$ cat src/rtl/ddr_seq_params.svh
// offsets, field layout, reset values, commands and timing counts for the sequencer
// assumes a 50 MHz system clock; every time below is turned into cycles here, except the refresh interval, which becomes ticks of 16 cycles
`ifndef DDR_SEQ_PARAMS_SVH
`define DDR_SEQ_PARAMS_SVH

`define CLK_PERIOD_NS   20
// register byte offsets on the plain register port
`define REG_CTRL        8'h00
`define REG_STATUS      8'h04
`define REG_REFRESH     8'h08
// ctrl: [7:0] wait cycles, [10:8] burst code, [13:11] cas latency,
// [15:14] recapture phase, [16] quarter-phase write clock select
`define CTRL_W          17
`define CTRL_RST        17'h01910
`define REF_TICKS_W     8
// refresh interval, in ticks of the divided clock
`define T_REFI_NS       15600
`define REF_DIV         16
`define REF_TICKS_RST   8'((`T_REFI_NS) / ((`CLK_PERIOD_NS) * (`REF_DIV)))
// least times, rounded up to whole cycles
`define T_RP_NS         15
`define T_RCD_NS        15
`define T_RFC_NS        72
`define T_RP_CYC        4'(((`T_RP_NS) + (`CLK_PERIOD_NS) - 1) / (`CLK_PERIOD_NS))
`define T_RCD_CYC       4'(((`T_RCD_NS) + (`CLK_PERIOD_NS) - 1) / (`CLK_PERIOD_NS))
`define T_RFC_CYC       4'(((`T_RFC_NS) + (`CLK_PERIOD_NS) - 1) / (`CLK_PERIOD_NS))
// memory commands as {cs_n, ras_n, cas_n, we_n}
`define CMD_NOP         4'h7
`define CMD_ACT         4'h3
`define CMD_READ        4'h5
`define CMD_WRITE       4'h4
`define CMD_PRE         4'h2
`define CMD_REF         4'h1
// burst length codes
`define BL_CODE_4       3'h2
`define BL_CODE_8       3'h3
// depths of the read-side structures
`define EXP_DEPTH       16
`define RFIFO_DEPTH     4

`endif

$ cat src/rtl/ddr_seq_pkg.sv
// types shared by the sequencer and whoever instantiates it
// assumes the constants header is compiled alongside
package ddr_seq_pkg;
  typedef enum logic [3:0] {
    ST_IDLE, ST_PRECHARGE, ST_ACTIVE, ST_WRITE, ST_WRITE_WAIT,
    ST_READ, ST_READ_WAIT, ST_CLOSE
  } seq_state_e;

  typedef struct packed {
    logic cs_n;
    logic ras_n;
    logic cas_n;
    logic we_n;
  } mem_cmd_s;

  typedef struct packed {
    logic [11:0] row;
    logic [7:0]  col;
    logic [1:0]  bank;
  } req_addr_s;

  typedef struct packed {
    logic [31:0] rise_d;
    logic [31:0] fall_d;
    logic [3:0]  rise_m;
    logic [3:0]  fall_m;
  } wr_entry_s;

  typedef struct packed {
    logic [31:0] rise_d;
    logic [31:0] fall_d;
  } rd_word_s;

  typedef struct packed {
    logic       wclk_en;
    logic [1:0] phase;
    logic [2:0] cas;
    logic [2:0] bl;
    logic [7:0] wait_cycles;
  } ctrl_s;
endpackage

$ cat src/rtl/ddr_access_sequencer.sv
// read/write sequencer and datapath of a ddr sdram controller
// assumes show-ahead request fifos outside, with occupancy counts, and ddr pad flops outside
//
// What this block does
// [RULE1] write pending when write address fifo non-empty
// [RULE2] row/bank mismatch: precharge, activate, then access
// [RULE3] pop write data, register twice, issue writes
// [RULE4] repeat writes until write address fifo is empty
// [RULE5] take writes in idle, write, read wait
// [RULE6] post-write wait, then close bank, idle, refresh
// [RULE7] read pending when read address fifo non-empty
// [RULE8] take reads in idle, read wait, write wait
// [RULE9] issue reads until read address fifo empty
// [RULE10] post-read wait, then close bank, idle, refresh
// [RULE11] no priority arbitration between reads and writes; idle here takes writes before reads
// [RULE12] divide clock by sixteen for refresh counter
// [RULE13] recapture phase is a programmable setting
// [RULE14] strobe enable and strobe reset during writes
// [RULE15] strobe reset released after one cycle
// [RULE16] data output enable only during write transfers
// [RULE17] strobe and memory clock from ddr flops
// [RULE18] read return pipelined to align with commands
// [RULE19] returned strobe qualifies capture of read data
// [RULE20] captured data passes through recapture fifo
// [RULE21] two register stages between capture and system
// [RULE22] optional quarter-phase clock for write data
// [RULE23] address entry is row, column, bank
// [RULE24] one, two or four entries per burst
// [RULE25] write entry is data rise, fall, masks
// [RULE26] wait counter restarts on same-direction request
// [RULE27] refresh only serviced from idle
`timescale 1ns/10ps
`include "ddr_seq_params.svh"

module ddr_access_sequencer
  import ddr_seq_pkg::*;
(
  input  wire logic        clk,
  input  wire logic        srst,
  // register port
  input  wire logic [7:0]  reg_addr,
  input  wire logic [31:0] reg_wdata,
  input  wire logic        reg_wr,
  input  wire logic        reg_rd,
  output logic [31:0]      reg_rdata,
  // request fifos: occupancy, head entry, pop
  input  wire logic [4:0]  wr_addr_cnt,
  input  wire req_addr_s   wr_addr_head,
  output logic             wr_addr_pop,
  input  wire logic [4:0]  wr_data_cnt,
  input  wire wr_entry_s   wr_data_head,
  output logic             wr_data_pop,
  input  wire logic [4:0]  rd_addr_cnt,
  input  wire req_addr_s   rd_addr_head,
  output logic             rd_addr_pop,
  // read data to the user
  output rd_word_s         rd_data,
  output logic             rd_data_valid,
  // memory command side
  output mem_cmd_s         mem_cmd,
  output logic [11:0]      mem_addr,
  output logic [1:0]       mem_ba,
  output logic             mem_cke,
  output logic             mem_ck_rise,
  output logic             mem_ck_fall,
  // write datapath to ddr output flops
  output wr_entry_s        dq_out,
  output logic             dq_oe,
  output logic             dq_quarter_phase,
  output logic             dqs_rise,
  output logic             dqs_fall,
  output logic             dqs_oe,
  output logic             dqs_rst,
  // read datapath from ddr input flops
  input  wire rd_word_s    dq_in,
  input  wire logic        dqs_in
);

  // ---- state ----
  seq_state_e  state_ff, state_nxt;                 // sequencer state
  logic [3:0]  gap_ff, gap_nxt;                     // command spacing counter
  logic [2:0]  beats_ff, beats_nxt;                 // remaining entries of a burst
  logic [7:0]  wait_ff, wait_nxt;                   // post-burst idle counter
  logic        dir_wr_ff, dir_wr_nxt;               // direction of the current run
  logic        open_ff, open_nxt;                   // a row is open
  logic [11:0] open_row_ff, open_row_nxt;           // open row
  logic [1:0]  open_bank_ff, open_bank_nxt;         // open bank
  mem_cmd_s    cmd_nxt;                             // command to drive next
  logic [11:0] addr_nxt;                            // address to drive next
  logic [1:0]  ba_nxt;                              // bank to drive next
  logic        wap_nxt, wdp_nxt, rap_nxt;           // pops to drive next
  logic        ref_clr;                             // refresh issued this cycle
  logic        rd_beat;                             // a read beat is expected
  ctrl_s       ctrl_ff;                             // control register
  logic [7:0]  ref_ticks_ff;                        // refresh interval setting
  logic        ref_pend_ff;                         // refresh owed
  logic [3:0]  div_ff;                              // divide-by-sixteen prescaler
  logic [7:0]  ref_cnt_ff;                          // ticks since last refresh
  wr_entry_s   wstage_ff;                           // write data, first stage
  logic        wstage_v_ff;                         // first stage holds a beat
  logic [`EXP_DEPTH-1:0] exp_ff;                    // read beat alignment line
  rd_word_s    cap_ff, sync1_ff, sync2_ff;          // capture and two sync stages
  logic        cap_v_ff, sync1_v_ff, sync2_v_ff;    // their valids
  rd_word_s    rfifo_mem [`RFIFO_DEPTH];            // recapture fifo storage
  logic [2:0]  rf_wp_ff, rf_rp_ff;                  // fifo pointers, wrap bit on top

  // head of a fifo is stale in the cycle its pop is driven
  logic        wr_req, rd_req, wr_dat, wr_hit, rd_hit;
  logic [2:0]  burst_m1;
  logic [3:0]  tap;
  assign wr_req   = (wr_addr_cnt != 5'h00) && !wr_addr_pop;    // RULE1
  assign rd_req   = (rd_addr_cnt != 5'h00) && !rd_addr_pop;    // RULE7
  assign wr_dat   = wr_data_cnt > {4'h0, wr_data_pop};
  // entry fields are read in row, column, bank order
  assign wr_hit   = open_ff && wr_addr_head.row == open_row_ff
                    && wr_addr_head.bank == open_bank_ff;      // RULE2 RULE23
  assign rd_hit   = open_ff && rd_addr_head.row == open_row_ff
                    && rd_addr_head.bank == open_bank_ff;      // RULE2
  // one, two or four entries make a burst of two, four, eight
  assign burst_m1 = (ctrl_ff.bl == `BL_CODE_8) ? 3'h3 :
                    (ctrl_ff.bl == `BL_CODE_4) ? 3'h1 : 3'h0;  // RULE24
  assign tap      = 4'(ctrl_ff.cas) + 4'(ctrl_ff.phase);       // RULE13 RULE18

  // next-state and command decode; idle takes writes before reads, and a run keeps its direction while it has requests
  always_comb begin // RULE11
    state_nxt     = state_ff;
    gap_nxt       = (gap_ff != 4'h0) ? gap_ff - 4'h1 : 4'h0;
    beats_nxt     = beats_ff;
    wait_nxt      = wait_ff;
    dir_wr_nxt    = dir_wr_ff;
    open_nxt      = open_ff;
    open_row_nxt  = open_row_ff;
    open_bank_nxt = open_bank_ff;
    cmd_nxt       = `CMD_NOP;
    addr_nxt      = 12'h000;
    ba_nxt        = open_bank_ff;
    wap_nxt       = 1'b0;
    wdp_nxt       = 1'b0;
    rap_nxt       = 1'b0;
    ref_clr       = 1'b0;
    rd_beat       = 1'b0;
    case (state_ff)
      ST_IDLE: begin
        if (gap_ff == 4'h0) begin
          if (ref_pend_ff) begin // RULE27
            cmd_nxt = `CMD_REF;
            gap_nxt = `T_RFC_CYC - 4'h1;
            ref_clr = 1'b1;
          end else if (wr_req) begin // RULE5
            dir_wr_nxt = 1'b1;
            state_nxt  = wr_hit ? ST_WRITE : (open_ff ? ST_PRECHARGE : ST_ACTIVE);
          end else if (rd_req) begin // RULE8
            dir_wr_nxt = 1'b0;
            state_nxt  = rd_hit ? ST_READ : (open_ff ? ST_PRECHARGE : ST_ACTIVE);
          end
        end
      end
      ST_PRECHARGE: begin
        // close the conflicting row before opening the wanted one
        if (gap_ff == 4'h0) begin // RULE2
          cmd_nxt   = `CMD_PRE;
          open_nxt  = 1'b0;
          gap_nxt   = `T_RP_CYC - 4'h1;
          state_nxt = ST_ACTIVE;
        end
      end
      ST_ACTIVE: begin
        if (gap_ff == 4'h0) begin // RULE2
          cmd_nxt       = `CMD_ACT;
          addr_nxt      = dir_wr_ff ? wr_addr_head.row : rd_addr_head.row;
          ba_nxt        = dir_wr_ff ? wr_addr_head.bank : rd_addr_head.bank;
          open_nxt      = 1'b1;
          open_row_nxt  = addr_nxt;
          open_bank_nxt = ba_nxt;
          gap_nxt       = `T_RCD_CYC - 4'h1;
          state_nxt     = dir_wr_ff ? ST_WRITE : ST_READ;
        end
      end
      ST_WRITE: begin
        if (beats_ff != 3'h0) begin
          // later entries of the burst; a dry data fifo stalls the beat
          if (wr_dat) begin // RULE3
            wdp_nxt   = 1'b1;
            beats_nxt = beats_ff - 3'h1;
          end
        end else if (gap_ff == 4'h0) begin
          if (wr_req) begin // RULE4
            if (!wr_hit) begin
              state_nxt = ST_PRECHARGE; // RULE2
            end else if (wr_dat) begin // RULE3
              cmd_nxt   = `CMD_WRITE;
              addr_nxt  = {4'h0, wr_addr_head.col};
              ba_nxt    = wr_addr_head.bank;
              wap_nxt   = 1'b1;
              wdp_nxt   = 1'b1;
              beats_nxt = burst_m1;
            end
          end else if (!wr_addr_pop) begin
            wait_nxt  = 8'h00;
            state_nxt = ST_WRITE_WAIT; // RULE6
          end
        end
      end
      ST_WRITE_WAIT: begin
        if (wr_req) begin // RULE5 RULE26
          state_nxt = wr_hit ? ST_WRITE : ST_PRECHARGE;
        end else if (rd_req) begin // RULE8
          dir_wr_nxt = 1'b0;
          state_nxt  = rd_hit ? ST_READ : ST_PRECHARGE;
        end else if (wait_ff >= ctrl_ff.wait_cycles) begin
          state_nxt = ST_CLOSE; // RULE6
        end else begin
          wait_nxt = wait_ff + 8'h01;
        end
      end
      ST_READ: begin
        if (beats_ff != 3'h0) begin
          // hold the bus while the burst returns so bursts do not overlap
          beats_nxt = beats_ff - 3'h1;
          rd_beat   = 1'b1;
        end else if (gap_ff == 4'h0) begin
          if (rd_req) begin // RULE9
            if (!rd_hit) begin
              state_nxt = ST_PRECHARGE; // RULE2
            end else begin
              cmd_nxt   = `CMD_READ;
              addr_nxt  = {4'h0, rd_addr_head.col};
              ba_nxt    = rd_addr_head.bank;
              rap_nxt   = 1'b1;
              rd_beat   = 1'b1;
              beats_nxt = burst_m1;
            end
          end else if (!rd_addr_pop) begin
            wait_nxt  = 8'h00;
            state_nxt = ST_READ_WAIT; // RULE10
          end
        end
      end
      ST_READ_WAIT: begin
        if (rd_req) begin // RULE8 RULE26
          state_nxt = rd_hit ? ST_READ : ST_PRECHARGE;
        end else if (wr_req) begin // RULE5
          dir_wr_nxt = 1'b1;
          state_nxt  = wr_hit ? ST_WRITE : ST_PRECHARGE;
        end else if (wait_ff >= ctrl_ff.wait_cycles) begin
          state_nxt = ST_CLOSE; // RULE10
        end else begin
          wait_nxt = wait_ff + 8'h01;
        end
      end
      ST_CLOSE: begin
        // close the bank; idle then services any owed refresh
        if (gap_ff == 4'h0) begin // RULE6 RULE10
          cmd_nxt   = `CMD_PRE;
          open_nxt  = 1'b0;
          gap_nxt   = `T_RP_CYC - 4'h1;
          state_nxt = ST_IDLE;
        end
      end
      default: begin
        state_nxt = ST_IDLE;
      end
    endcase
  end

  // sequencer state
  always_ff @(posedge clk) begin
    if (srst) begin
      state_ff     <= ST_IDLE;
      gap_ff       <= 4'h0;
      beats_ff     <= 3'h0;
      wait_ff      <= 8'h00;
      dir_wr_ff    <= 1'b0;
      open_ff      <= 1'b0;
      open_row_ff  <= 12'h000;
      open_bank_ff <= 2'h0;
    end else begin
      state_ff     <= state_nxt;
      gap_ff       <= gap_nxt;
      beats_ff     <= beats_nxt;
      wait_ff      <= wait_nxt;
      dir_wr_ff    <= dir_wr_nxt;
      open_ff      <= open_nxt;
      open_row_ff  <= open_row_nxt;
      open_bank_ff <= open_bank_nxt;
    end
  end

  // command pins and fifo pops, all registered
  always_ff @(posedge clk) begin
    if (srst) begin
      mem_cmd     <= `CMD_NOP;
      mem_addr    <= 12'h000;
      mem_ba      <= 2'h0;
      mem_cke     <= 1'b0;
      wr_addr_pop <= 1'b0;
      wr_data_pop <= 1'b0;
      rd_addr_pop <= 1'b0;
    end else begin
      mem_cmd     <= cmd_nxt;
      mem_addr    <= addr_nxt;
      mem_ba      <= ba_nxt;
      mem_cke     <= 1'b1;
      wr_addr_pop <= wap_nxt;
      wr_data_pop <= wdp_nxt;
      rd_addr_pop <= rap_nxt;
    end
  end

  // refresh timing: prescaler stands in for the divided_refresh_clock so that all
  // logic stays on one clock; the owed flag lets a new request win over the clear
  always_ff @(posedge clk) begin
    if (srst) begin
      div_ff      <= 4'h0;
      ref_cnt_ff  <= 8'h00;
      ref_pend_ff <= 1'b0;
    end else begin
      div_ff <= div_ff + 4'h1; // RULE12
      if (div_ff == 4'(`REF_DIV - 1)) begin // RULE12
        if (ref_cnt_ff >= ref_ticks_ff - 8'h01) begin
          ref_cnt_ff  <= 8'h00;
          ref_pend_ff <= 1'b1;
        end else begin
          ref_cnt_ff  <= ref_cnt_ff + 8'h01;
          ref_pend_ff <= ref_pend_ff & ~ref_clr;
        end
      end else begin
        ref_pend_ff <= ref_pend_ff & ~ref_clr; // RULE27
      end
    end
  end

  // write datapath: popped entry lands in a stage register, then the ddr output flops
  always_ff @(posedge clk) begin
    if (srst) begin
      wstage_ff        <= '0;
      wstage_v_ff      <= 1'b0;
      dq_out           <= '0;
      dq_oe            <= 1'b0;
      dq_quarter_phase <= 1'b0;
      dqs_oe           <= 1'b0;
      dqs_rst          <= 1'b0;
      dqs_rise         <= 1'b0;
      dqs_fall         <= 1'b0;
      mem_ck_rise      <= 1'b0;
      mem_ck_fall      <= 1'b0;
    end else begin
      if (wr_data_pop) begin
        wstage_ff <= wr_data_head; // RULE3 RULE25
      end
      wstage_v_ff      <= wr_data_pop;
      dq_out           <= wstage_ff; // RULE3
      dq_oe            <= wstage_v_ff; // RULE16
      // pad flops for dq move to the quarter-phase clock to centre the strobe
      dq_quarter_phase <= ctrl_ff.wclk_en; // RULE22
      // preamble cycle: enable with the strobe flop held cleared
      dqs_oe           <= wr_data_pop | wstage_v_ff; // RULE14
      dqs_rst          <= wr_data_pop & ~dqs_oe & ~wstage_v_ff; // RULE14 RULE15
      // clock and strobe share the same 1/0 ddr flop pattern so they stay aligned
      dqs_rise         <= 1'b1; // RULE17
      dqs_fall         <= 1'b0;
      mem_ck_rise      <= 1'b1; // RULE17
      mem_ck_fall      <= 1'b0;
    end
  end

  // read return: expected-beat line, strobe-qualified capture, two stages into the fifo
  always_ff @(posedge clk) begin
    if (srst) begin
      exp_ff     <= '0;
      cap_ff     <= '0;
      cap_v_ff   <= 1'b0;
      sync1_ff   <= '0;
      sync1_v_ff <= 1'b0;
      sync2_ff   <= '0;
      sync2_v_ff <= 1'b0;
      rf_wp_ff   <= 3'h0;
    end else begin
      exp_ff     <= {exp_ff[`EXP_DEPTH-2:0], rd_beat}; // RULE18
      // a beat is only taken when the memory's strobe is present
      cap_v_ff   <= exp_ff[tap] & dqs_in; // RULE19
      if (exp_ff[tap] & dqs_in) begin
        cap_ff <= dq_in; // RULE19
      end
      sync1_ff   <= cap_ff; // RULE21
      sync1_v_ff <= cap_v_ff;
      sync2_ff   <= sync1_ff; // RULE21
      sync2_v_ff <= sync1_v_ff;
      if (sync2_v_ff) begin
        rf_wp_ff <= rf_wp_ff + 3'h1; // RULE20
      end
    end
  end

  // recapture fifo storage; no reset needed on the data words
  always_ff @(posedge clk) begin
    if (sync2_v_ff) begin
      rfifo_mem[rf_wp_ff[1:0]] <= sync2_ff; // RULE20
    end
  end

  // drain side: never stalled, so the fifo cannot overflow
  always_ff @(posedge clk) begin
    if (srst) begin
      rf_rp_ff      <= 3'h0;
      rd_data       <= '0;
      rd_data_valid <= 1'b0;
    end else begin
      rd_data_valid <= rf_wp_ff != rf_rp_ff;
      if (rf_wp_ff != rf_rp_ff) begin
        rd_data  <= rfifo_mem[rf_rp_ff[1:0]]; // RULE20
        rf_rp_ff <= rf_rp_ff + 3'h1;
      end
    end
  end

  // register port: writes take effect next edge, reads answer one cycle later
  always_ff @(posedge clk) begin
    if (srst) begin
      ctrl_ff      <= `CTRL_RST;
      ref_ticks_ff <= `REF_TICKS_RST;
      reg_rdata    <= 32'h0000_0000;
    end else begin
      if (reg_wr && reg_addr == `REG_CTRL) begin
        ctrl_ff <= reg_wdata[`CTRL_W-1:0]; // RULE13 RULE22
      end
      if (reg_wr && reg_addr == `REG_REFRESH) begin
        ref_ticks_ff <= reg_wdata[`REF_TICKS_W-1:0];
      end
      case (reg_addr)
        `REG_CTRL:    reg_rdata <= reg_rd ? {15'h0000, ctrl_ff} : 32'h0000_0000;
        `REG_STATUS:  reg_rdata <= reg_rd ? {12'h000, open_row_ff, open_bank_ff,
                                              ref_pend_ff, open_ff, state_ff}
                                          : 32'h0000_0000;
        `REG_REFRESH: reg_rdata <= reg_rd ? {24'h000000, ref_ticks_ff} : 32'h0000_0000;
        default:      reg_rdata <= 32'h0000_0000;
      endcase
    end
  end
endmodule

$ cat config.mk
export PLATFORM = sky130hd
export DESIGN_NAME = ddr_access_sequencer
export DESIGN_NICKNAME = d
export VERILOG_FILES = /design/src/rtl/ddr_seq_pkg.sv /design/src/rtl/ddr_access_sequencer.sv
export VERILOG_INCLUDE_DIRS = /design/src /design/src/rtl
export SDC_FILE = /design/constraint.sdc
export NUM_CORES = 1
export LEC_CHECK = 0
export BUFFER_PORTS_ARGS = -buffer_cell sky130_fd_sc_hd__buf_2
export CAP_MARGIN = 20
export CORE_MARGIN = 2
export CORE_UTILIZATION = 48
export CTS_BUF_LIST = sky130_fd_sc_hd__clkbuf_4 sky130_fd_sc_hd__clkbuf_8
export DETAILED_ROUTE_END_ITERATION = 7
export PLACE_DENSITY = 0.78
export SYNTH_ARGS = -nofsm -noshare
export SYNTH_HDL_FRONTEND = slang
export SYNTH_SLANG_ARGS = --single-unit
$ cat constraint.sdc
create_clock -name clk -period 3.1 [get_ports clk]
set_input_delay 0.31 -clock clk [delete_from_list [all_inputs] [get_ports clk]]
set_output_delay 0.31 -clock clk [all_outputs]
set_load 0.1 [all_outputs]
Word-level counts from Yosys, hierarchy flattened --
Memory sizes are Yosys's and may differ from the RTL's. A register that Yosys moved wholly into a read port is not among the register bits. Cells that the tools add are included.
Storage, ports and cells: flip-flop bits (word level) 494, memory bits (writable) 256, output and inout bits 199, memories 1
Memories:
- rfifo_mem | words 4, width 64, rd ports 1, clocked after memory_dff 1, wr ports 1, RTL line ddr_access_sequencer.sv:104 | rd_word_s rfifo_mem [`RFIFO_DEPTH];
Operators by class: add/sub/neg operators 9, order comparisons 4, eq/ne operators 49, muxes and demuxes 134, bitwise operators 10, reductions and logical operators 33
Operators with widths (number):
- 8-bit two-way mux | 24
- 4-bit two-way mux | 27
- 20-bit case mux with 3 select lines | 1
- 3-bit two-way mux | 17
- 2-bit two-way mux | 23
- 2-bit inequality test (second input constant) | 18
- 3-bit inequality test (second input constant) | 12
- 12-bit case mux with 3 select lines | 1
- 4-bit case mux with 8 select lines | 1
- 8-bit case mux with 4 select lines | 1
- 1-bit two-way mux | 28
- 12-bit equality test | 2
- 12-bit two-way mux | 2
- 20-bit two-way mux | 1
- 17-bit two-way mux | 1
- 8-bit by 1-bit adder with 8-bit output (second input constant) | 2
- 4-bit by 3-bit equality test with 1-bit output (second input constant) | 4
- 8-bit >= comparator | 2
- 3-bit case mux with 5 select lines | 1
- 14-bit AND reduction | 1
- 13-bit AND reduction | 1
- 5-bit nonzero test | 2
- 9-bit AND reduction | 1
- 3-bit OR reduction | 3
- 38 further kinds | 63

Depth between registers and ports, before layout --
Gate-level depths: netlist of the first run.
depth in word-level cells 9, mapped depth 11

Least setup slack after synthesis of the first run --
OpenSTA, ideal clock, no wires.
path kind reg2reg, start register wr_addr_pop, end register wait_ff[5], setup time 0.072 ns, arrival time 2.499 ns, required time 3.028 ns, path slack 0.529 ns, cell stages (with the launch flop) 7, buffers on the path 0, cell sequence dfxtp_1 -> a21oi_2 -> a311o_1 -> nor3_2 -> nand3b_1 -> or4_1 -> a21oi_1
On the way: word-level cells in the longest chain between the ends 4, elaborated cells between the ends (all ways) 7, classes of those cells eq/ne (4); reduce/logical (3)
RTL lines:
- start, declared | RTL line ddr_access_sequencer.sv:49 | output logic wr_addr_pop,
- start signal, assigned | RTL line ddr_access_sequencer.sv:304 | wr_addr_pop <= wap_nxt;
- 1-bit zero test
- 1-bit logical AND | RTL line ddr_access_sequencer.sv:111 | assign wr_req = (wr_addr_cnt != 5'h00) && !wr_addr_pop;
- 2-bit inequality test (no source line)
- 13-bit AND reduction (no source line) *
- end signal, assigned | RTL line ddr_access_sequencer.sv:281 | wait_ff <= wait_nxt;
- end, declared | RTL line ddr_access_sequencer.sv:83 | logic [7:0] wait_ff, wait_nxt;
Mark *: on every way between the ends. The rest lies on a longest branch, timed or not. A chain may end at the register's enable or synchronous reset.

Final worst setup path of the first run --
start register open_row_ff[6], end register mem_addr[7]
On the way: word-level cells in the longest chain between the ends 8, elaborated cells between the ends (all ways) 15, classes of those cells eq/ne (2); mux (9); reduce/logical (4)
RTL lines:
- start, declared | RTL line ddr_access_sequencer.sv:86 | logic [11:0] open_row_ff, open_row_nxt;
- start signal, assigned | RTL line ddr_access_sequencer.sv:284 | open_row_ff <= open_row_nxt;
- 12-bit equality test, on equally long branches | RTL line ddr_access_sequencer.sv:117, ddr_access_sequencer.sv:115
- 1-bit logical AND, on equally long branches | RTL line ddr_access_sequencer.sv:117, ddr_access_sequencer.sv:115
- 1-bit logical AND, on equally long branches | RTL line ddr_access_sequencer.sv:118, ddr_access_sequencer.sv:116
- 8-bit two-way mux, on equally long branches | RTL line ddr_access_sequencer.sv:223, ddr_access_sequencer.sv:188
- 8-bit two-way mux, on equally long branches | RTL line ddr_access_sequencer.sv:222, ddr_access_sequencer.sv:187
- 8-bit two-way mux, on equally long branches | RTL line ddr_access_sequencer.sv:221, ddr_access_sequencer.sv:186
- 8-bit two-way mux, on equally long branches | RTL line ddr_access_sequencer.sv:217, ddr_access_sequencer.sv:180
- 12-bit case mux with 3 select lines * | RTL line ddr_access_sequencer.sv:142 | case (state_ff)
- end signal, assigned | RTL line ddr_access_sequencer.sv:301 | mem_addr <= addr_nxt;
- end, declared | RTL line ddr_access_sequencer.sv:61 | output logic [11:0] mem_addr,
Marked as above.

==> flow_summary.yaml, run 1 <==
status:
  status: "complete, no violations"
global_routing:
  grt_max_degree: 195
  antenna_found_initial: 14
  grt_overflow: 0
  grt_usage_pct: 21.6
  first_global_vias: 20100
  grt_pass1_wl_mm: 105
routing:
  dr.pass1.iters: 5
  drt-total-wl_mm: 67.0
  ant_nets: 0
  drc_errors: 0
  viasPerCell: 5.07
  vias: 19300
  wire_per_inst_um: 17.6
  drtIter0Drc: 999
layout:
  drive_gt1_share_pct: 24.7
  fin_area_mm2: 0.0360
  stdcell_count: 3812
  fin_util_pct: 61.2
  area_delta_synth_final_pct: 26.3
  nets: 3193
pwr:
  leakage_nw: 13.9
  p_total_mw: 26.0
  peakVddDrop_v: 0.000648
  power.density_mw_per_mm2: 721
synthesis:
  syn_inst: 2295
  ys_seq_elements: 801
  avgSynthCellArea_um2: 12.4
  ys_warn_count: 0
  synth_edf_count: 256
  ys_seq_area_share_pct: 65.2
  async_reset_ff_share_pct: 0
  synth_area_mm2: 0.0285
  synth_flop_cell: "dfxtp_1"
  yosys.cell_types.count: 62
clock_tree:
  cts_tree: "built"
  cts_buffers: 121
  clock_sinks: 801
  clock_path_buffers: 3
  clk_latency_ns: 0.72
  root_buffer: "clkbuf_8"
  cts-htree-levels: 3
  clk_pin_slew_ns: 0.06
placement:
  placed_area_mm2: 0.0314
  dpl.hpwl_mm: 41.6
  gp_congestion: 0.872
  dpl.cell_count: 3385
  place_ws_ns: 0.0202
  io_buffers: 408
setup_path:
  r2r_slack_ns: 0.25
  critPathKind: "reg2reg"
  crit_fanout: 8
  arrival_ns: 3.50
  endpoint_kind: "flop"
  critPathRequiredTime_ns: 3.74
  startpoint_type: "flop"
sta:
  slew_headroom_pct: 31.0
  finalSetupViolCount: 0
  worst_pin_slew_ns: 1.03
  rsz0062_at_grt: "no"
  fmaxAchievable_ghz: 0.351
  timing.final.crit_share_pct: 92.0
  slew_violations: 0
  finClkSkew_ns: 0.0422
  setup_ws_ns: 0.247
  hold_violations: 0
  fin_setup_tns_ns: 0
  fin_crit_ns: 2.85
  holdWs_ns: 0.0806
job:
  cap_violations: 0
floorplan:
  core.rowCount: 89
  io_pins: 439
  chipHeight_um: 248
  die-area_mm2: 0.0614
  start_util_pct: 48.4
  die_x_um: 248
  core_region_area_mm2: 0.0589
hold_path:
  hold_path_class: "in2reg"
==> kinds of logic (layout without fill, tap and decap cells) <==
| kind of cell | after synthesis | in the layout | synth area share (%) |
|---|---|---|---|
| DFF | 801 | 801 | 65.2 |
| and+or+nand+nor | 776 | 776 | 13.2 |
| AOI/OAI and AO/OA | 211 | 211 | 4.22 |
| other | 1 | 30 | 0.0131 |
| buffers and inverters | 172 | 887 | 2.60 |
| adders and majority gates | 33 | 33 | 1.47 |
| xor gates and xnor gates | 53 | 53 | 1.63 |
| muxes | 248 | 248 | 11.7 |
==> power by group <==
part / total [mW] / internal (mW) / leakage [nW] / switching (mW)
clock: 9.31 / 5.27 / 1.43 / 4.04
sequential: 11.4 / 11.1 / 6.77 / 0.283
combinational: 5.28 / 1.51 / 5.73 / 3.78
==> what timing repair did <==
action / 4_1_cts / 5_1_grt
hold buffers: 184 / 0
endpoints found under the hold margin: 216 / 0
gates resized for setup: 0 / 1
setup buffers: 0 / 1
endpoints found under the setup margin: 0 / 43
==> layout by cell type, fill, tap and decap left out, drive strengths merged, types with 13 or more instances in the layout <==
cell type	count
buf	442
clkbuf	192
nand4	18
mux4	68
xor2	13
nand2	201
conb	16
a21oi	141
inv	37
dlygate4sd3	184
diode	14
edfxtp	256
nand3	23
dfxtp	545
ha	32
xnor2	40
clkinv	24
o21ai	19
nor3	21
nor2	235
mux2i	179
nor2b	226
==> cell type report <==
cell class              count  area, µm²
clock inverters            36        329
repair buffers            626       4300
inverters                  33        124
fillers                  4371      22900
diodes                     14       35.0
well taps                 773        967
clock buffers             192       2390
flip-flops and latches    801      18600
multi-input cells        1337       9280
==> per-layer routing <==
| metal | vias up | global-route usage (%) | part of all wire (%) |
|---|---|---|---|
| li1 | 9196 | - | - |
| met1 | 9347 | 26.4 | 42 |
| met2 | 637 | 36.2 | 48 |
| met3 | 159 | 5.33 | 6.2 |
| met4 | 4 | 9.48 | 3.3 |
| met5 | - | 0 | 0.034 |
==> worst paths after layout <==
| check | startpoint | endpoint | cells after the start |
|---|---|---|---|
| max reg2reg | open_row_ff[6] | mem_addr[7] | 9 |
| min | reg_wr | ctrl_ff[6] | 5 |
| max | open_row_ff[6] | mem_addr[7] | 9 |
| min reg2reg | sync1_ff[9] | sync2_ff[9] | 1 |
==> worst max-delay path: stages, from the launching register on <==
cell,delay (ns)
dfxtp_1,0.36
xnor2_1,0.33
nand4_1,0.15
nor4_1,0.49
nand2_1,0.21
nor3_1,0.21
buf_4,0.21
a21oi_1,0.08
a21oi_1,0.16
dlygate4sd3_1,0.59
==> flip-flops by register name (all words and copies together), names as in the netlist, 8 cells and up <==
name / count
rfifo_mem: 256
dq_out: 72
wstage_ff: 72
cap_ff: 64
rd_data: 64
sync1_ff: 64
sync2_ff: 64
reg_rdata: 20
ctrl_ff: 17
exp_ff: 16
mem_addr: 12
open_row_ff: 12
ref_cnt_ff: 8
ref_ticks_ff: 8
wait_ff: 8
==> Yosys cell counts, drive strengths merged (4+ instances only) <==
cell type  count  area, µm²
buf           52        290
mux4          68       1530
nor4          10       77.6
a31oi         11       68.8
nor2b        226       1410
o21ai         19       98.8
nand2        201        754
nand2b         6       37.5
dfxtp        545      10900
inv           33        124
a21o          10       75.1
nor3          21        115
and3           8       50.1
xnor2         40        350
clkbuf        87        327
edfxtp       256       7690
a211oi         4       30.0
or4            4       30.0
and2           6       37.5
or3            8       50.1
ha            32        400
nor2         235        882
nand4         18        113
nand3         23        115
o31ai          5       42.5
a21oi        141        709
xor2          13        114
mux2i        179       1790
(Power assumes the default switching activity.)
==> run 2: changes to the inputs <==
Settings changed: BUFFER_PORTS_ARGS -buffer_cell sky130_fd_sc_hd__buf_2 to default, DONT_BUFFER_PORTS from default to 1, PLACE_DENSITY 0.78 to 0.72.
==> run 2 against run 1 <==
Effect of this change:
- clock skew is 0.0039 ns lower
- register-to-register slack worse by 0.15 ns
- highest routed layer unchanged
- first-iteration DRC count is 11% higher
- die area stayed put
- fmax is 4.8% lower
- non-clock buffer count is 84 lower
- power is 0.72% higher
- cell count is 2.2% lower
- global-route usage is 1.4 points higher
==> flow_summary.yaml, run 2 (same netlist as run 1, synthesis figures left out) <==
floorplan:
  die_x_um: 248
  start_util_pct: 48.4
  die-area_mm2: 0.0614
  core.rowCount: 89
  core_region_area_mm2: 0.0589
  io_pins: 439
  chipHeight_um: 248
routing:
  vias: 19300
  dr.pass1.iters: 5
  ant_nets: 0
  drt-total-wl_mm: 71.1
  wire_per_inst_um: 19.1
  viasPerCell: 5.17
  drc_errors: 0
  drtIter0Drc: 1108
placement:
  gp_congestion: 0.886
  io_buffers: 0
  dpl.hpwl_mm: 39.2
layout:
  seqCellArea_mm2: 0.0186
  fin_util_pct: 63.3
  area_delta_synth_final_pct: 30.7
  drive_gt1_share_pct: 12.7
  multiInputGateArea_mm2: 0.00931
  final_cell_mix: "538 x dfxtp_1, 498 x dlygate4sd3_1, 256 x edfxtp_1"
  nets: 3119
  largest_reg_flops: 256
  fillers: 4213
  final_common_cell: "dfxtp_1"
pwr:
  peakVddDrop_v: 0.000635
  power.density_mw_per_mm2: 703
  leakage_nw: 14.3
  p_total_mw: 26.2
setup_path:
  crit_chain: "ha_1 -> fa_2 -> xor2_2 -> mux4_2 -> mux2i_1 -> a221oi_4 -> buf_12 -> mux2i_1 -> nor2_1 -> dlygate4sd3_1"
  endpoint_kind: "flop"
  slowest_delay_ns: 0.57
  startpoint_type: "flop"
  critPathBufInv: 2
  critPathKind: "reg2reg"
  crit_fanout: 11
  crit_path_frequent_cell: "mux2i_1"
  arrival_ns: 3.62
  critPathRequiredTime_ns: 3.72
  slowest_stage: "dlygate4sd3_1"
  cp_top_family: "buffers and inverters"
job:
  cap_violations: 0
sta:
  slew_headroom_pct: 25.1
  finalSetupViolCount: 0
  hold_violations: 0
  slew_violations: 0
  fin_setup_tns_ns: 0
  finClkSkew_ns: 0.0382
  fin_crit_ns: 3.00
  timing.final.crit_share_pct: 96.7
  worst_pin_slew_ns: 1.12
  fmaxAchievable_ghz: 0.334
status:
  status: "complete, no violations"
clock_tree:
  cts_buffers: 131
  clk_pin_slew_ns: 0.06
  cts-htree-levels: 4
  cts_tree: "built"
  root_buffer: "clkbuf_8"
  clock_path_buffers: 3
  clock_sinks: 801
  clk_latency_ns: 0.76
global_routing:
  first_global_vias: 20400
  grt_pass1_wl_mm: 109
  grt_overflow: 0
  grt_usage_pct: 23.0
  antenna_found_initial: 12
  grt_max_degree: 315
hold_path:
  hold_path_class: "in2reg"
## run 2: report_power, final
group | internal, mW | total, mW | switching, mW
combinational | 1.57 | 3.24 | 1.67
sequential | 11.1 | 13.4 | 2.32
clock | 5.31 | 9.50 | 4.19
## run 2: final cells by class
| class | instances | share of cell area, % |
|---|---|---|
| clock buffer | 208 | 6.79 |
| sequential | 801 | 49.9 |
| clock inverter | 29 | 0.628 |
| antenna | 7 | 0.0470 |
| multi-input combinational | 1337 | 25.0 |
| tap | 773 | 2.60 |
| timing repair buffer | 542 | 14.7 |
| inverter | 33 | 0.332 |
## run 2: final timing paths
kind / start / to / slack (ns) / cells past startpoint
hold / removal: wr_addr_cnt[4] / state_ff[1] / 0.14 / 4
setup / recovery: ctrl_ff[11] / cap_ff[0] / 0.10 / 10
hold reg to reg: sync1_ff[21] / sync2_ff[21] / 0.43 / 1
setup reg to reg: ctrl_ff[11] / cap_ff[0] / 0.10 / 10
## run 2: per-stage QoR
| step | std cells | setup WS, ns | hold WS, ns | cell area (µm²) |
|---|---|---|---|---|
| finish | 3730 | 0.102 | 0.140 | 37300 |
| global route | 3727 | -0.0580 | 0.0951 | 37300 |
| CTS | 3721 | 0.0484 | 0.0393 | 37200 |
| detailed placement | 2984 | 0.351 | 0.422 | 29400 |
| global placement | 2984 | 0.424 | 0.399 | 29400 |
| floorplan | 2310 | 0.529 | 0.390 | 28600 |
## run 2: timing repair
| action | CTS | global route |
|---|---|---|
| hold buffers | 500 | 0 |
| resized for setup | 0 | 11 |
| endpoints found under the hold margin | 537 | 0 |
| setup buffers | 0 | 2 |
| endpoints found under the setup margin | 0 | 17 |
## run 2: layer usage
metal / vias up / wire length (µm) / global-route usage (%)
li1: 9037 / - / -
met1: 9401 / 28100 / 27.1
met2: 647 / 35600 / 38.6
met3: 173 / 4970 / 6.77
met4: 12 / 2390 / 10.7
met5: - / 80 / 0
## run 2: worst min-delay path: cells and delay by family
family,cells,cell delay (ns)
and+or+nand+nor,2,0.17
AOI/OAI and AO/OA,2,0.34
==> run 3: changes to the inputs <==
Settings changed: CORE_ASPECT_RATIO from default to 2, GPL_TIMING_DRIVEN from default to 0.
==> run 3 against run 2 <==
Effect of this change:
- largest power group unchanged
- non-clock buffer count is 185 lower
- core utilization is 5.3 points lower
- critical path depth is 4 lower
- register-to-register slack better by 0.07 ns
- clock power is 12% lower
- flip-flop and latch count stayed put
- critical path type unchanged
- clock skew is 0.010 ns lower
- die area is 0.19% higher
- final area is 8.4% lower
- count of clock-buffer cells in the layout is 65 lower
- sequential share of layout area is 4.5 points higher
==> flow_summary.yaml, run 3 (same netlist as run 1, synthesis figures left out) <==
status:
  status: "complete, no violations"
setup_path:
  arrival_ns: 3.52
  critPathKind: "reg2reg"
  startpoint_type: "flop"
  cp_top_family: "compound AO/OA/AOI/OAI gates"
  endpoint_kind: "flop"
  crit_fanout: 8
  slowest_stage: "dfxtp_2"
  crit_chain: "ha_1 -> o21ai_0 -> nand2_1 -> nor2_1 -> nand2_1 -> a21oi_1"
  crit_path_frequent_cell: "nand2_1"
  slowest_delay_ns: 0.71
  critPathRequiredTime_ns: 3.69
  critPathBufInv: 0
placement:
  placed_area_mm2: 0.0297
  dpl.cell_count: 3086
  dpl.hpwl_mm: 52.7
  gp_congestion: 0.888
  place_ws_ns: -0.610
  io_buffers: 0
layout:
  final_cell_mix: "544 x dfxtp_1, 256 x edfxtp_1, 235 x nor2_1"
  stdcell_count: 3495
  fillers: 4764
  fin_area_mm2: 0.0342
  final_common_cell: "dfxtp_1"
  drive_gt1_share_pct: 11.4
  area_delta_synth_final_pct: 19.7
  nets: 2906
  largest_reg_flops: 256
sta:
  hold_violations: 0
  rsz0062_at_grt: "no"
  slew_violations: 0
  timing.final.crit_share_pct: 94.6
  setup_ws_ns: 0.168
  slew_headroom_pct: 20.8
  finalSetupViolCount: 0
  worst_pin_slew_ns: 1.19
  fin_crit_ns: 2.93
  fin_setup_tns_ns: 0
  fmaxAchievable_ghz: 0.341
  finClkSkew_ns: 0.0282
floorplan:
  core.rowCount: 126
  chipHeight_um: 349
  start_util_pct: 48.4
  io_pins: 439
  core_region_area_mm2: 0.0590
  die_x_um: 176
  die-area_mm2: 0.0615
routing:
  vias: 18400
  drc_errors: 0
  drt-total-wl_mm: 74.3
  dr.pass1.iters: 5
  ant_nets: 0
  drtIter0Drc: 916
  wire_per_inst_um: 21.3
  viasPerCell: 5.27
global_routing:
  grt_pass1_wl_mm: 112
  grt_overflow: 0
  first_global_vias: 19900
  grt_usage_pct: 24.1
  grt_max_degree: 49
  antenna_found_initial: 16
pwr:
  leakage_nw: 12.0
  p_total_mw: 24.9
  power.density_mw_per_mm2: 728
  peakVddDrop_v: 0.000465
clock_tree:
  cts-htree-levels: 3
  clk_latency_ns: 0.69
  cts_buffers: 103
  clk_pin_slew_ns: 0.07
  cts_tree: "built"
  root_buffer: "clkbuf_8"
  clock_path_buffers: 3
  clock_sinks: 801
hold_path:
  hold_path_class: "in2reg"
job:
  cap_violations: 0
==> run 3: changes by cell type in the layout (fill, tap and decap cells not counted), moves of 6 or more <==
cell / previous run / this run
dlygate4sd3_1: 498 / 208
clkbuf_1: 0 / 87
clkbuf_8: 155 / 116
clkbuf_4: 53 / 27
buf_1: 0 / 22
buf_4: 33 / 23
clkinv_2: 12 / 22
buf_2: 0 / 9
buf_12: 9 / 2
bufinv_16: 1 / 8
clkinv_1: 4 / 11
dfxtp_1: 538 / 544
==> run 3: final cells by class <==
| type | instances | area, µm² | share of cell area [%] |
|---|---|---|---|
| Antenna cell | 6 | 15.0 | 0.0440 |
| Inverter | 33 | 124 | 0.363 |
| Clock buffer | 143 | 1800 | 5.27 |
| Tap cell | 768 | 961 | 2.81 |
| Multi-Input combinational cell | 1337 | 9280 | 27.2 |
| Buffer | 139 | 623 | 1.82 |
| Sequential cell | 801 | 18600 | 54.5 |
| Clock inverter | 50 | 490 | 1.44 |
| Timing Repair Buffer | 218 | 2260 | 6.62 |
==> run 3: where the power goes <==
group / total, mW / internal [mW] / switching [mW] / leakage (nW)
clock network: 8.36 / 4.48 / 3.88 / 1.21
registers: 13.4 / 11.1 / 2.33 / 6.77
logic: 3.07 / 1.29 / 1.78 / 4.06
==> run 3: worst paths after layout <==
path / from / endpoint / slack (ns) / cells after the start
worst max-delay path: wr_data_pop / mem_addr[3] / 0.17 / 6
worst min-delay path: srst / ref_cnt_ff[7] / 0.11 / 3
worst max register to register: wr_data_pop / mem_addr[3] / 0.17 / 6
worst min register to register: sync1_ff[10] / sync2_ff[10] / 0.42 / 1
==> run 3: metal layers <==
metal,wire length [µm],up-vias,GRT usage [%]
met2,39700,704,45.1
met4,4290,20,14.0
met3,5160,236,6.65
li1,-,8595,-
met5,126,-,0
met1,25000,8859,23.2
==> run 3: repair_timing <==
| action | 4_1_cts | 5_1_grt |
|---|---|---|
| hold buffers | 208 | 0 |
| resized for setup | 4 | 4 |
| endpoints found under the hold margin | 197 | 0 |
| buffers inserted | 1 | 0 |
| setup endpoints to repair | 52 | 49 |
==> run 3: worst register-to-register path, delay by kind of cell, from the launching register on <==
| kind | cells | cell delay (ns) |
|---|---|---|
| compound gates | 2 | 0.88 |
| flops | 1 | 0.71 |
| simple gates | 3 | 0.89 |
| fa+ha+maj | 1 | 0.35 |
==> run 3: through the flow <==
stage / hold slack [ns] / util [%]
CTS: 0.0405 / 57.8
global route: 0.105 / 57.9
finish: 0.109 / 57.9
floorplan: 0.390 / -
global placement: 0.401 / 50.1
detailed placement: 0.415 / 50.4
